[src/common/strap_map.vh]
// constants for the strap option latch
// ----------------------------------------------------------------------
// Notes on behaviour
// - sample all straps once at reset release
// - three address straps form address bits 2:0
// - address 0 broadcast unless strap or bit 9
// - address bits 4:3 are zero
// - mode 000 MII, 110 back-to-back, others reserved
// - isolate high enables, loads control bit 10
// - speed high is 100, sets select and advert
// - duplex high is half, loads control bit 8
// - autoneg strap high enables negotiation
// - test tree strap low enables test mode
// ----------------------------------------------------------------------
`ifndef STRAP_MAP_VH
`define STRAP_MAP_VH
`define MODE_MII 3'h0
`define MODE_B2B 3'h6
`define CTRL_ISO_BIT 10
`define CTRL_DUPLEX_BIT 8
`define CTRL_SPEED_BIT 13
`define CTRL_ANEG_BIT 12
`define CTRL_RST 16'h0000
`define CTRL2_BCAST_OFF_BIT 9
`define ADDR_HI_DEFAULT 2'h0
`define CAPTURE_DELAY 2'h2
`define WAIT_RST 2'h0
`define ADDR_RST 5'h00
`define MODE_RST 3'h0
`define SPEED_CAP_RST 1'h1
`define TREE_EN_RST 1'h0
`define BCAST_OFF_RST 1'h0
`endif

[src/hw/strap_sync.v]
// two-stage synchroniser for a group of pin levels
`timescale 1ns/1ps
`default_nettype none
module strap_sync #(
    parameter WIDTH = 1
) (
    // clock and reset
    input wire ref_clk,
    input wire rst_n,
    // levels
    input wire [WIDTH-1:0] din,
    output wire [WIDTH-1:0] dout
);
    reg [WIDTH-1:0] meta_q;
    reg [WIDTH-1:0] sync_q;

    // first stage feeds only the second
    always @(posedge ref_clk or negedge rst_n) begin
        if (!rst_n) begin
            meta_q <= {WIDTH{1'b0}};
            sync_q <= {WIDTH{1'b0}};
        end else begin
            meta_q <= din;
            sync_q <= meta_q;
        end
    end

    assign dout = sync_q;
endmodule
`default_nettype wire

[src/hw/strap_option_latch.v]
// strap option latch: captures pin straps after reset release
`timescale 1ns/1ps
`default_nettype none
`include "strap_map.vh"
module strap_option_latch (
    // clock and reset
    input wire ref_clk,
    input wire rst_n,
    // strap pins
    input wire addr_strap_bit2,
    input wire addr_strap_bit1,
    input wire addr_strap_bit0,
    input wire [2:0] mode_strap,
    input wire isolate_strap,
    input wire speed_strap,
    input wire duplex_strap,
    input wire autoneg_enable_strap,
    input wire broadcast_disable_strap,
    input wire test_tree_strap_n,
    // software writes to control bits
    input wire ctrl_wr,
    input wire [15:0] ctrl_wdata,
    input wire ctrl2_wr,
    input wire bcast_off_wdata,
    // captured configuration
    output wire straps_valid,
    output wire [4:0] mgmt_addr,
    output wire [2:0] if_mode,
    output wire mode_reserved,
    output wire mode_b2b,
    output wire speed_cap_100,
    output wire broadcast_enabled,
    output wire nand_tree_en,
    output wire [15:0] ctrl_reg,
    output wire bcast_off_reg
);
    // ----------------------------------------------------------------------
    // reset release
    // ----------------------------------------------------------------------
    reg rst_meta_q;
    reg rst_sync_q;

    // asynchronous assert, synchronous release
    always @(posedge ref_clk or negedge rst_n) begin
        if (!rst_n) begin
            rst_meta_q <= 1'b0;
            rst_sync_q <= 1'b0;
        end else begin
            rst_meta_q <= 1'b1;
            rst_sync_q <= rst_meta_q;
        end
    end

    // ----------------------------------------------------------------------
    // pin synchronisers
    // ----------------------------------------------------------------------
    wire [11:0] pins_raw;
    wire [11:0] pins_s;

    // pin order, msb first: tree_n, bcast off, aneg, duplex, speed, iso, mode, addr
    assign pins_raw = {test_tree_strap_n, broadcast_disable_strap, autoneg_enable_strap, duplex_strap,
                       speed_strap, isolate_strap, mode_strap, addr_strap_bit2, addr_strap_bit1,
                       addr_strap_bit0};

    // pins are board levels, not clocked with ref_clk
    strap_sync #(.WIDTH(12)) u_sync (
        .ref_clk(ref_clk),
        .rst_n(rst_sync_q),
        .din(pins_raw),
        .dout(pins_s)
    );

    // ----------------------------------------------------------------------
    // named fields of the synchronised pins
    // ----------------------------------------------------------------------
    wire [2:0] addr_pin;
    wire [2:0] mode_pin;
    wire iso_pin;
    wire speed_pin;
    wire duplex_pin;
    wire aneg_pin;
    wire bcast_off_pin;
    wire tree_n_pin;

    // split the synchronised vector back into its straps
    assign addr_pin = pins_s[2:0];
    assign mode_pin = pins_s[5:3];
    assign iso_pin = pins_s[6];
    assign speed_pin = pins_s[7];
    assign duplex_pin = pins_s[8];
    assign aneg_pin = pins_s[9];
    assign bcast_off_pin = pins_s[10];
    assign tree_n_pin = pins_s[11];

    // ----------------------------------------------------------------------
    // one-time capture
    // ----------------------------------------------------------------------
    reg [1:0] wait_q;
    reg [1:0] wait_d;
    reg done_q;
    reg done_d;
    wire take;

    // take once synchronised pins reflect levels present at release
    assign take = !done_q && (wait_q == `CAPTURE_DELAY);

    // settle counter stops for good once the capture has happened
    always @* begin
        wait_d = wait_q;
        done_d = done_q;
        if (!done_q) begin
            if (take) begin
                done_d = 1'b1;
            end else begin
                wait_d = wait_q + 2'h1;
            end
        end
    end

    // settle counter and done flag
    always @(posedge ref_clk or negedge rst_sync_q) begin
        if (!rst_sync_q) begin
            wait_q <= `WAIT_RST;
            done_q <= 1'b0;
        end else begin
            wait_q <= wait_d;
            done_q <= done_d;
        end
    end

    // ----------------------------------------------------------------------
    // captured strap values
    // ----------------------------------------------------------------------
    reg [4:0] addr_q;
    reg [4:0] addr_d;
    reg [2:0] mode_q;
    reg [2:0] mode_d;
    reg b2b_q;
    reg b2b_d;
    reg reserved_q;
    reg reserved_d;
    reg speed_cap_q;
    reg speed_cap_d;
    reg tree_en_q;
    reg tree_en_d;

    // load once at capture, otherwise hold until the next reset
    always @* begin
        addr_d = addr_q;
        mode_d = mode_q;
        b2b_d = b2b_q;
        reserved_d = reserved_q;
        speed_cap_d = speed_cap_q;
        tree_en_d = tree_en_q;
        if (take) begin
            addr_d = {`ADDR_HI_DEFAULT, addr_pin};
            mode_d = mode_pin;
            b2b_d = (mode_pin == `MODE_B2B);
            reserved_d = (mode_pin != `MODE_MII) && (mode_pin != `MODE_B2B);
            speed_cap_d = speed_pin;
            tree_en_d = !tree_n_pin;
        end
    end

    // captured value registers, pin changes after capture are ignored
    always @(posedge ref_clk or negedge rst_sync_q) begin
        if (!rst_sync_q) begin
            addr_q <= `ADDR_RST;
            mode_q <= `MODE_RST;
            b2b_q <= 1'b0;
            reserved_q <= 1'b0;
            speed_cap_q <= `SPEED_CAP_RST;
            tree_en_q <= `TREE_EN_RST;
        end else begin
            addr_q <= addr_d;
            mode_q <= mode_d;
            b2b_q <= b2b_d;
            reserved_q <= reserved_d;
            speed_cap_q <= speed_cap_d;
            tree_en_q <= tree_en_d;
        end
    end

    // ----------------------------------------------------------------------
    // control bits: loaded by capture, then software owned
    // ----------------------------------------------------------------------
    reg [15:0] ctrl_q;
    reg [15:0] ctrl_d;
    reg bcast_off_q;
    reg bcast_off_d;
    reg bcast_en_q;

    // writes before capture are dropped so they cannot mask the straps
    always @* begin
        ctrl_d = ctrl_q;
        bcast_off_d = bcast_off_q;
        if (take) begin
            ctrl_d = `CTRL_RST;
            ctrl_d[`CTRL_ISO_BIT] = iso_pin;
            ctrl_d[`CTRL_SPEED_BIT] = speed_pin;
            ctrl_d[`CTRL_DUPLEX_BIT] = !duplex_pin;
            ctrl_d[`CTRL_ANEG_BIT] = aneg_pin;
            bcast_off_d = bcast_off_pin;
        end else if (done_q) begin
            if (ctrl_wr) begin
                ctrl_d = ctrl_wdata;
            end
            if (ctrl2_wr) begin
                bcast_off_d = bcast_off_wdata;
            end
        end
    end

    // control word, broadcast-off bit and its registered inverse
    always @(posedge ref_clk or negedge rst_sync_q) begin
        if (!rst_sync_q) begin
            ctrl_q <= `CTRL_RST;
            bcast_off_q <= `BCAST_OFF_RST;
            bcast_en_q <= ~`BCAST_OFF_RST;
        end else begin
            ctrl_q <= ctrl_d;
            bcast_off_q <= bcast_off_d;
            bcast_en_q <= !bcast_off_d;
        end
    end

    // ----------------------------------------------------------------------
    // outputs, all straight from flip-flops
    // ----------------------------------------------------------------------
    assign straps_valid = done_q;
    assign mgmt_addr = addr_q;
    assign if_mode = mode_q;
    assign mode_b2b = b2b_q;
    assign mode_reserved = reserved_q;
    assign speed_cap_100 = speed_cap_q;
    assign nand_tree_en = tree_en_q;
    assign ctrl_reg = ctrl_q;
    assign bcast_off_reg = bcast_off_q;
    // address 0 is broadcast unless disabled by strap-loaded or written bit
    assign broadcast_enabled = bcast_en_q;
endmodule
`default_nettype wire

[config.mk]
export PLATFORM = sky130hd
export DESIGN_NAME = strap_option_latch
export DESIGN_NICKNAME = d
export VERILOG_FILES = /design/src/hw/strap_sync.v /design/src/hw/strap_option_latch.v
export VERILOG_INCLUDE_DIRS = /design/src /design/src/common
export SDC_FILE = /design/constraint.sdc
export NUM_CORES = 1
export LEC_CHECK = 0
export BUFFER_PORTS_ARGS = -buffer_cell sky130_fd_sc_hd__buf_4
export CAP_MARGIN = 20
export CELL_PAD_IN_SITES_DETAIL_PLACEMENT = 0
export CELL_PAD_IN_SITES_GLOBAL_PLACEMENT = 1
export CORE_ASPECT_RATIO = 0.8
export CORE_MARGIN = 2
export CORE_UTILIZATION = 40
export CTS_CLUSTER_DIAMETER = 60
export CTS_CLUSTER_SIZE = 30
export DETAILED_ROUTE_END_ITERATION = 10
export HOLD_SLACK_MARGIN = 0.03
export PLACE_DENSITY = 0.77
export SYNTH_ARGS = -nofsm -noshare
export SYNTH_HDL_FRONTEND = slang
export SYNTH_SLANG_ARGS = --single-unit
export TNS_END_PERCENT = 100
[constraint.sdc]
create_clock -name ref_clk -period 2.5 [get_ports ref_clk]
set_clock_uncertainty 0.15 [all_clocks]
set_input_delay 0.375 -clock ref_clk [delete_from_list [all_inputs] [get_ports ref_clk]]
set_output_delay 0.375 -clock ref_clk [all_outputs]
set_load 0.01 [all_outputs]
# After elaboration in Yosys (flattened, before gate mapping)
# Index checks and enable logic that the tools add are counted.
word_totals:
  ff_bits: 57
  in_bits: 33
  out_inout_bits: 31
  wordCells: 40
classes:
  add_sub_neg: 1
  eq_ne: 3
  mux: 8
  n_bitwise: 2
  reduce_logical: 11
ops:
  columns: ["op", "count"]
  rows:
  - ["$mux 16", 3]
  - ["$mux 1", 5]
  - ["$logic_not 1->1", 4]
  - ["$reduce_and 2->1", 2]
  - ["$reduce_bool 2->1", 2]
  - ["$eq 3x3->1 const B", 1]
  - ["$ne 3x3->1 const B", 1]
  - ["$reduce_bool 3->1", 1]
  - ["$add 2x1->2 const B", 1]
  - ["$eq 2x2->1 const B", 1]
  - ["$logic_and 1x1->1", 2]
  - ["$not 1->1", 2]

# Logic depth before layout (Yosys ltp)
# Gate-level depths: netlist of the first run.
logic_depth:
  ltp_word: 4
  mapped_depth: 7
  depth_no_buf: 6

# Modules after synthesis
# From an unflattened synthesis of the first run, not the netlist that was laid out.
unflattened:
  cells_unflattened: 139
  area_unflattened_um2: 2135.8
modules_own_cells:
  columns: ["mod", "n_inst", "cells_per_inst", "area_per_inst_um2", "seq_area_each_um2"]
  rows:
  - ["strap_option_latch", 1, 115, 1535.2, 828.3]
  - ["strap_sync", 1, 24, 600.6, 600.6]

# Worst setup path after synthesis of the first run
# Ideal clock, no wire load.
synth_timing:
  path_type: "register to register"
  startpoint: "register wait_q[0]"
  endpoint: "register bcast_off_q (netlist: bcast_off_reg)"
  setup_ns: 0.119
  arrival_time_ns: 1.283
  t_required_ns: 2.231
  setup_slack_ns: 0.949
  stages_incl_launch_ff: 6
  path_buffers: 1
  synth_period_minus_slack_ns: 1.551
  path_cell_list: "dfrtp_1 > inv_1 > ha_1 > buf_4 > mux2_2 > o21a_1"
synth_between:
  elab_chain_cells: 3
synth_lines:
  columns: ["element", "line", "source"]
  rows:
  - ["from (decl)", "strap_option_latch.v:98", "reg [1:0] wait_q;"]
  - ["from (signal assigned)", "strap_option_latch.v:123", "wait_q <= `WAIT_RST;"]
  - ["from (signal assigned)", "strap_option_latch.v:126", "wait_q <= wait_d;"]
  - ["$eq 2x2->1 (no line)", null, null]
  - ["$logic_and 1x1->1", "strap_option_latch.v:105", "assign take = !done_q && (wait_q == `CAPTURE_DELAY);"]
  - ["$mux 1", "strap_option_latch.v:197", "if (take) begin"]
  - ["via bcast_off_d", "strap_option_latch.v:190", "reg bcast_off_d;"]
  - ["to (signal assigned)", "strap_option_latch.v:218", "bcast_off_q <= `BCAST_OFF_RST;"]
  - ["to (signal assigned)", "strap_option_latch.v:222", "bcast_off_q <= bcast_off_d;"]
  - ["to (decl)", "strap_option_latch.v:189", "reg bcast_off_q;"]
# The timed path passes the listed nets, and every way through them passes these cells.
# A chain may end at the register's enable or synchronous reset.

# Worst setup path in the final report of the first run
layout_timing:
  startpoint: "register done_q (netlist: straps_valid)"
  endpoint: "output straps_valid"
layout_rtl:
  columns: ["element", "line", "source"]
  rows:
  - ["from (decl)", "strap_option_latch.v:100", "reg done_q;"]
  - ["from (signal assigned)", "strap_option_latch.v:127", "done_q <= done_d;"]
  - ["to (decl)", "strap_option_latch.v:26", "output wire straps_valid,"]
# No word-level cell between the ends.

==> results_dict.tcl, run 1 <==
set metrics [dict create \
    swShare 0.228 \
    cap_violations 0 \
    start_kind "flop" \
    area_growth_syn_to_layout_pct 38.2 \
    clock_latency_ns 0.33 \
    largest_reg_flops 16 \
    final_max_slew_viol_count 0 \
    ant_nets 0 \
    syn_avg_cell_area_sq_um 15.4 \
    synth_top_flop_cell "dfrtp_1" \
    worstPathArrival_ns 1.38 \
    cp-end-kind "output port" \
    cts_tree "yes" \
    post-route-min-period_ns 1.90 \
    finalSetupViolations 0 \
    fin_util 0.583 \
    portBuffers 61 \
    fin_tns_setup_ns 0 \
    ys_types 26 \
    use_met2 0.251 \
    grtUsageMet3 0.0726 \
    worst_slew_pin_slew_ns 0.609 \
    rsz0062_at_grt "false" \
    busiest_layer "met2" \
    rows 23 \
    leakage_nw 1.43 \
    syn-instance-count 139 \
    place_congestion 0.676 \
    first_pass_iters 4 \
    vdd_drop_max_v 0.000549 \
    p_comb_frac 0.106 \
    core_area_sq_um 5060 \
    synth_top_family_by_area "multiplexers" \
    timing.slew.headroom 0.594 \
    hp-class "reg2async" \
    synthArstFlopShare 1.00 \
    yosys-top-cells-count "dfrtp_1 (55), a22o_1 (12), mux2_2 (10), mux2_4 (10), nand2_1 (6)" \
    wl_per_cell_um 14.5 \
    first_global_vias 1443 \
    die_h_um 69.4 \
    synth-seq-cells 57 \
    synth_area_leader_cell "dfrtp_1" \
    gr-total-overflow 0 \
    cts-resized-gates 0 \
    drcViolationCount 0 \
    ctsHtreeMaxLevel 3 \
    outcome "complete, no violations" \
    clkTransAtPathRegs_ns 0.07 \
    grt_util_all_layers 0.157 \
    yosys.area_share.adder 0.00586 \
    hpwlAfterDp_mm 2.81 \
    syn_area_sq_um 2140 \
    synth_top_area_share 0.644 \
    drive_gt1_frac 0.471 \
    synth_area_leaders "dfrtp_1 (64%), mux2_4 (7.0%), mux2_2 (5.3%)" \
    die_w_um 85.7 \
    clock-sinks 57 \
    numCtsBuffers 9 \
    power_switching_mw 0.485 \
    start_util 0.422 \
    fill_cells 390 \
    grt_pass1_wl_mm 6.99 \
    yosys.area_share.simple 0.0398 \
    ioPinCount 64 \
    synth_most_common_cell "dfrtp_1" \
    cp.required_ns 1.98 \
    seq_power_share 0.482 \
    drt_iter0_drc 53 \
    nets 252 \
    die_area_sq_um 5940 \
    diodes 0 \
    cellPowerDensity_nw_per_um2 721 \
    finalCritPeriodShare 0.761 \
    gr-usage-met1 0.181 \
    ys_seq_area_frac 0.669 \
    wirelength_mm 4.14 \
    fmax_mhz 525 \
    synth_edf_count 0 \
    internal_power_mw 1.64 \
    cts.path.max_buffers 2 \
    synth_compound_area_frac 0.0879 \
    synth_mux_area_frac 0.146 \
    hold_viol_final 0 \
    via_per_inst 4.71 \
    path_class "reg2out" \
    cts_root_buf "clkbuf_8" \
    p_clk_frac 0.412 \
    antenna_found_initial 0 \
    synth-xor-area-share 0.00410 \
    num_vias 1341 \
    yosysWarningCount 0 \
    crit_fanout 14 \
    grt_max_degree 27 \
]
==> critical path: stages (launching register included) <==
cell and delay, ns:
dfrtp_1 0.61, buf_4 0.29, buf_4 0.15
==> power groups by stage <==
stage          logic, mW  clock network [mW]  registers (mW)
2_1_floorplan     0.0810                   0            1.06
3_3_place_gp       0.206                   0            1.04
3_5_place_dp       0.213                   0            1.04
4_1_cts            0.230               0.901            1.03
5_1_grt            0.244               0.951            1.03
6_report           0.226               0.876            1.03
==> path summary, 6_finish.rpt <==
path	endpoint	slack (ns)	start	depth (start not counted)
max	straps_valid	0.60	straps_valid$_DFF_PN0_	2
min	mgmt_addr[1]$_DFFE_PN0P_	0.12	rst_sync_q$_DFF_PN0_	0
max reg2reg	wait_q[1]$_DFFE_PN0P_	0.64	wait_q[1]$_DFFE_PN0P_	5
min reg2reg	mgmt_addr[1]$_DFFE_PN0P_	0.12	rst_sync_q$_DFF_PN0_	0
max in group asynchronous	broadcast_enabled$_DFF_PN1_	1.36	rst_sync_q$_DFF_PN0_	1
min in group ref_clk	broadcast_enabled$_DFF_PN1_	0.18	bcast_off_wdata	4
==> layer usage <==
metal / part of all wire / vias up
met1: 0.42 / 658
met2: 0.51 / 43
li1: - / 634
met3: 0.060 / 6
met4: 0.016 / 0
met5: 0 / -
==> metrics by stage <==
| step | area [sq um] | power, mW | hold WS, ns | setup slack (ns) | cells |
|---|---|---|---|---|---|
| after detailed placement | 2610 | 1.26 | 0.00966 | 0.629 | 256 |
| after CTS | 2950 | 2.16 | 0.141 | 0.577 | 285 |
| after floorplan | 2140 | 1.14 | -0.0706 | 0.649 | 140 |
| after global routing | 2950 | 2.23 | 0.177 | 0.498 | 285 |
| after global placement | 2610 | 1.25 | 0.00843 | 0.762 | 256 |
| final | 2950 | 2.13 | 0.115 | 0.597 | 285 |
==> kinds of logic (layout without fill, tap and decap cells) <==
logic type      count (synthesis)  in the layout
compound gates                 26             26
xor+xnor                        1              1
simple gates                   15             15
mux                            25             25
buf+inv                        12             95
other cells                     2              3
flops                          57             57
fa+ha+maj                       1              1
==> cell type report <==
cell class,count,area [sq um],share of cell area
inverter,2,7.51,0.00254
clock inverter,4,52.6,0.0178
multi-input combinational,71,618,0.209
clock buffer,12,155,0.0526
sequential,57,1430,0.485
tap,62,77.6,0.0263
timing repair buffer,77,611,0.207
==> cells in the final DEF, fill, tap and decap left out, types with 2 or more instances in the layout <==
master and instances:
buf_4 64, mux2_2 10, nand2_1 6, conb_1 3
clkinvlp_4 3, a211oi_1 3, a22o_1 12, mux2i_1 5
clkbuf_8 11, inv_1 2, a21oi_1 5, nor2b_1 5
dfstp_2 2, dfrtp_1 54, o21ai_0 4, dlygate4sd3_1 13
mux2_4 10
==> repair_timing <==
item | 4_1_cts | 5_1_grt
buffers inserted | 0 | 0
hold buffers | 13 | 0
endpoints found under the setup margin | 0 | 0
hold endpoints to repair | 14 | 0
No activity file was read; power rests on OpenSTA's default activity.
==> run 2, diff against run 1 <==
- ABC_AREA: default -> 1
- CORE_UTILIZATION: 40 -> 37
- clock period: 2.5 -> 1.97 ns (I/O delays scaled with it)
==> run 2 against run 1 <==
Net effect: core utilization rose by 0.084 points; critical path type is now reg2reg; total power is 26% higher; critical endpoint is now ctrl_reg[2]$_DFFE_PN0P_; hold slack worse by 0.024 ns; count of clock-buffer cells in the layout grew 2; clock power grew 29%.
==> results_dict.tcl, run 2 <==
set metrics [dict create \
    synth_mux_area_frac 0 \
    rsz0062_at_grt "false" \
    post-place-ws_ns 0.404 \
    hp-class "reg2async" \
    ant_nets 0 \
    cts.path.max_buffers 2 \
    grt_util_all_layers 0.139 \
    cts_tree "yes" \
    synth_top_flop_cell "dfrtp_1" \
    syn_area_sq_um 1950 \
    drcViolationCount 0 \
    ioPinCount 64 \
    ctsHtreeMaxLevel 3 \
    layout_commonest_cell "nand2_1" \
    place_congestion 0.716 \
    drive_gt1_frac 0.310 \
    gr-total-overflow 0 \
    yosys.area_share.simple 0.190 \
    ys_types 18 \
    crit_fanout 18 \
    num_vias 1408 \
    vdd_drop_max_v 0.000596 \
    wl_per_cell_um 10.7 \
    syn-instance-count 178 \
    synth_area_leader_cell "dfrtp_1" \
    yosys.area_share.adder 0.00643 \
    timing.hold.ws_ns 0.0909 \
    syn_avg_cell_area_sq_um 10.9 \
    yosys-top-cells-count "nand2_1 (79), dfrtp_1 (55), inv_1 (12)" \
    hold_viol_final 0 \
    cap_violations 0 \
    first_pass_iters 4 \
    portBuffers 61 \
    area_growth_syn_to_layout_pct 51.0 \
    fill_cells 442 \
    numCtsBuffers 9 \
    p_total_mw 2.67 \
    synth_compound_area_frac 0.0154 \
    synthArstFlopShare 1.00 \
    ys_seq_area_frac 0.734 \
    path_class "reg2reg" \
    start_util 0.387 \
    fin_ws_ns 0.396 \
    fmax_mhz 635 \
    postCtsSetupRepairBufs 0 \
    grt_pass1_wl_mm 5.89 \
    final_max_slew_viol_count 0 \
    final_cell_mix "nand2_1 (79), buf_4 (61), dfrtp_1 (54), dlygate4sd3_1 (25), clkbuf_8 (13)" \
    via_per_inst 4.15 \
    drt_iter0_drc 72 \
    synth_area_leaders "dfrtp_1 (71%), nand2_1 (15%), dfstp_2 (2.7%)" \
    diodes 0 \
    clock_latency_ns 0.33 \
    synth_most_common_cell "nand2_1" \
    placed_cell_area_sq_um 2470 \
    synth_top_family_by_area "simple AND/OR/NAND/NOR gates" \
    die_area_sq_um 5860 \
    antenna_found_initial 0 \
    dp_cells 298 \
    die_w_um 85.1 \
    synth_top_area_share 0.707 \
    leakage_nw 1.55 \
    core_area_sq_um 5040 \
    synth_edf_count 0 \
    fin_tns_setup_ns 0 \
    fin_util 0.584 \
    clkTransAtPathRegs_ns 0.06 \
    post-route-min-period_ns 1.57 \
    rows 23 \
    synth-xor-area-share 0.00450 \
    start_kind "flop" \
    outcome "complete, no violations" \
    cts_root_buf "clkbuf_8" \
    first_global_vias 1289 \
    synth-seq-cells 57 \
    final_cell_area_sq_um 2940 \
    worstPathArrival_ns 1.69 \
    grt_max_degree 56 \
    hpwlAfterDp_mm 2.43 \
    largest_reg_flops 16 \
    finalSetupViolations 0 \
    finalCritPeriodShare 0.799 \
    cts-resized-gates 0 \
    die_h_um 68.9 \
    nets 306 \
    wirelength_mm 3.64 \
    finalNonFillerCells 339 \
    yosysWarningCount 0 \
    cellPowerDensity_nw_per_um2 910 \
    cp.required_ns 2.09 \
    cp-end-kind "flop" \
    clock-sinks 57 \
    r2r_slack_ns 0.40 \
]
-- run 2: final timing paths --
check | start | end | cells after the start
min in group ref_clk | bcast_off_wdata | bcast_off_reg$_DFF_PN0_ | 3
worst min-delay path | rst_sync_q$_DFF_PN0_ | ctrl_reg[11]$_DFFE_PN0P_ | 1
worst min register to register | rst_sync_q$_DFF_PN0_ | ctrl_reg[11]$_DFFE_PN0P_ | 1
worst max register to register | wait_q[0]$_DFFE_PN0P_ | ctrl_reg[2]$_DFFE_PN0P_ | 7
max in group asynchronous | rst_sync_q$_DFF_PN0_ | speed_cap_100$_DFFE_PN1P_ | 1
worst max-delay path | wait_q[0]$_DFFE_PN0P_ | ctrl_reg[2]$_DFFE_PN0P_ | 7
-- run 2: layout make-up --
cell class,instances,area (sq um),area share
Sequential cell,57,1430,0.487
Timing Repair Buffer,87,728,0.248
Multi-Input combinational cell,103,433,0.147
Clock buffer,14,183,0.0622
Tap cell,62,77.6,0.0264
Inverter,14,52.6,0.0179
Clock inverter,2,35.0,0.0119
-- run 2: timing repair --
action	in CTS	in global routing
endpoints found under the hold margin	26	0
setup endpoints to repair	0	0
hold buffers	25	0
-- run 2: worst max-delay path, cell delays in order (launching register included) --
cell     delay, ns
dfrtp_1       0.37
inv_1         0.05
ha_1          0.27
nand2_4       0.20
nand2_2       0.09
inv_2         0.22
nand2_1       0.10
nand2_1       0.08
-- run 2: power breakdown --
part           internal (mW)  switching [mW]  total, mW
logic                  0.151           0.115      0.266
clock network          0.720           0.412       1.13
registers               1.24          0.0317       1.28
-- run 2: layer usage --
layer,up-vias,GRT usage,routed length (um)
met5,-,0,0
met4,0,0.0615,30
met3,4,0.0786,220
met2,31,0.201,1810
met1,647,0.171,1590
li1,726,-,-
-- run 2: cell families after synthesis --
group	Yosys count
flip-flops	57
adder cells (fa/ha/maj)	1
AND/OR/NAND/NOR	92
XOR/XNOR	1
AO/OA/AOI/OAI	6
other	2
buffers and inverters	19
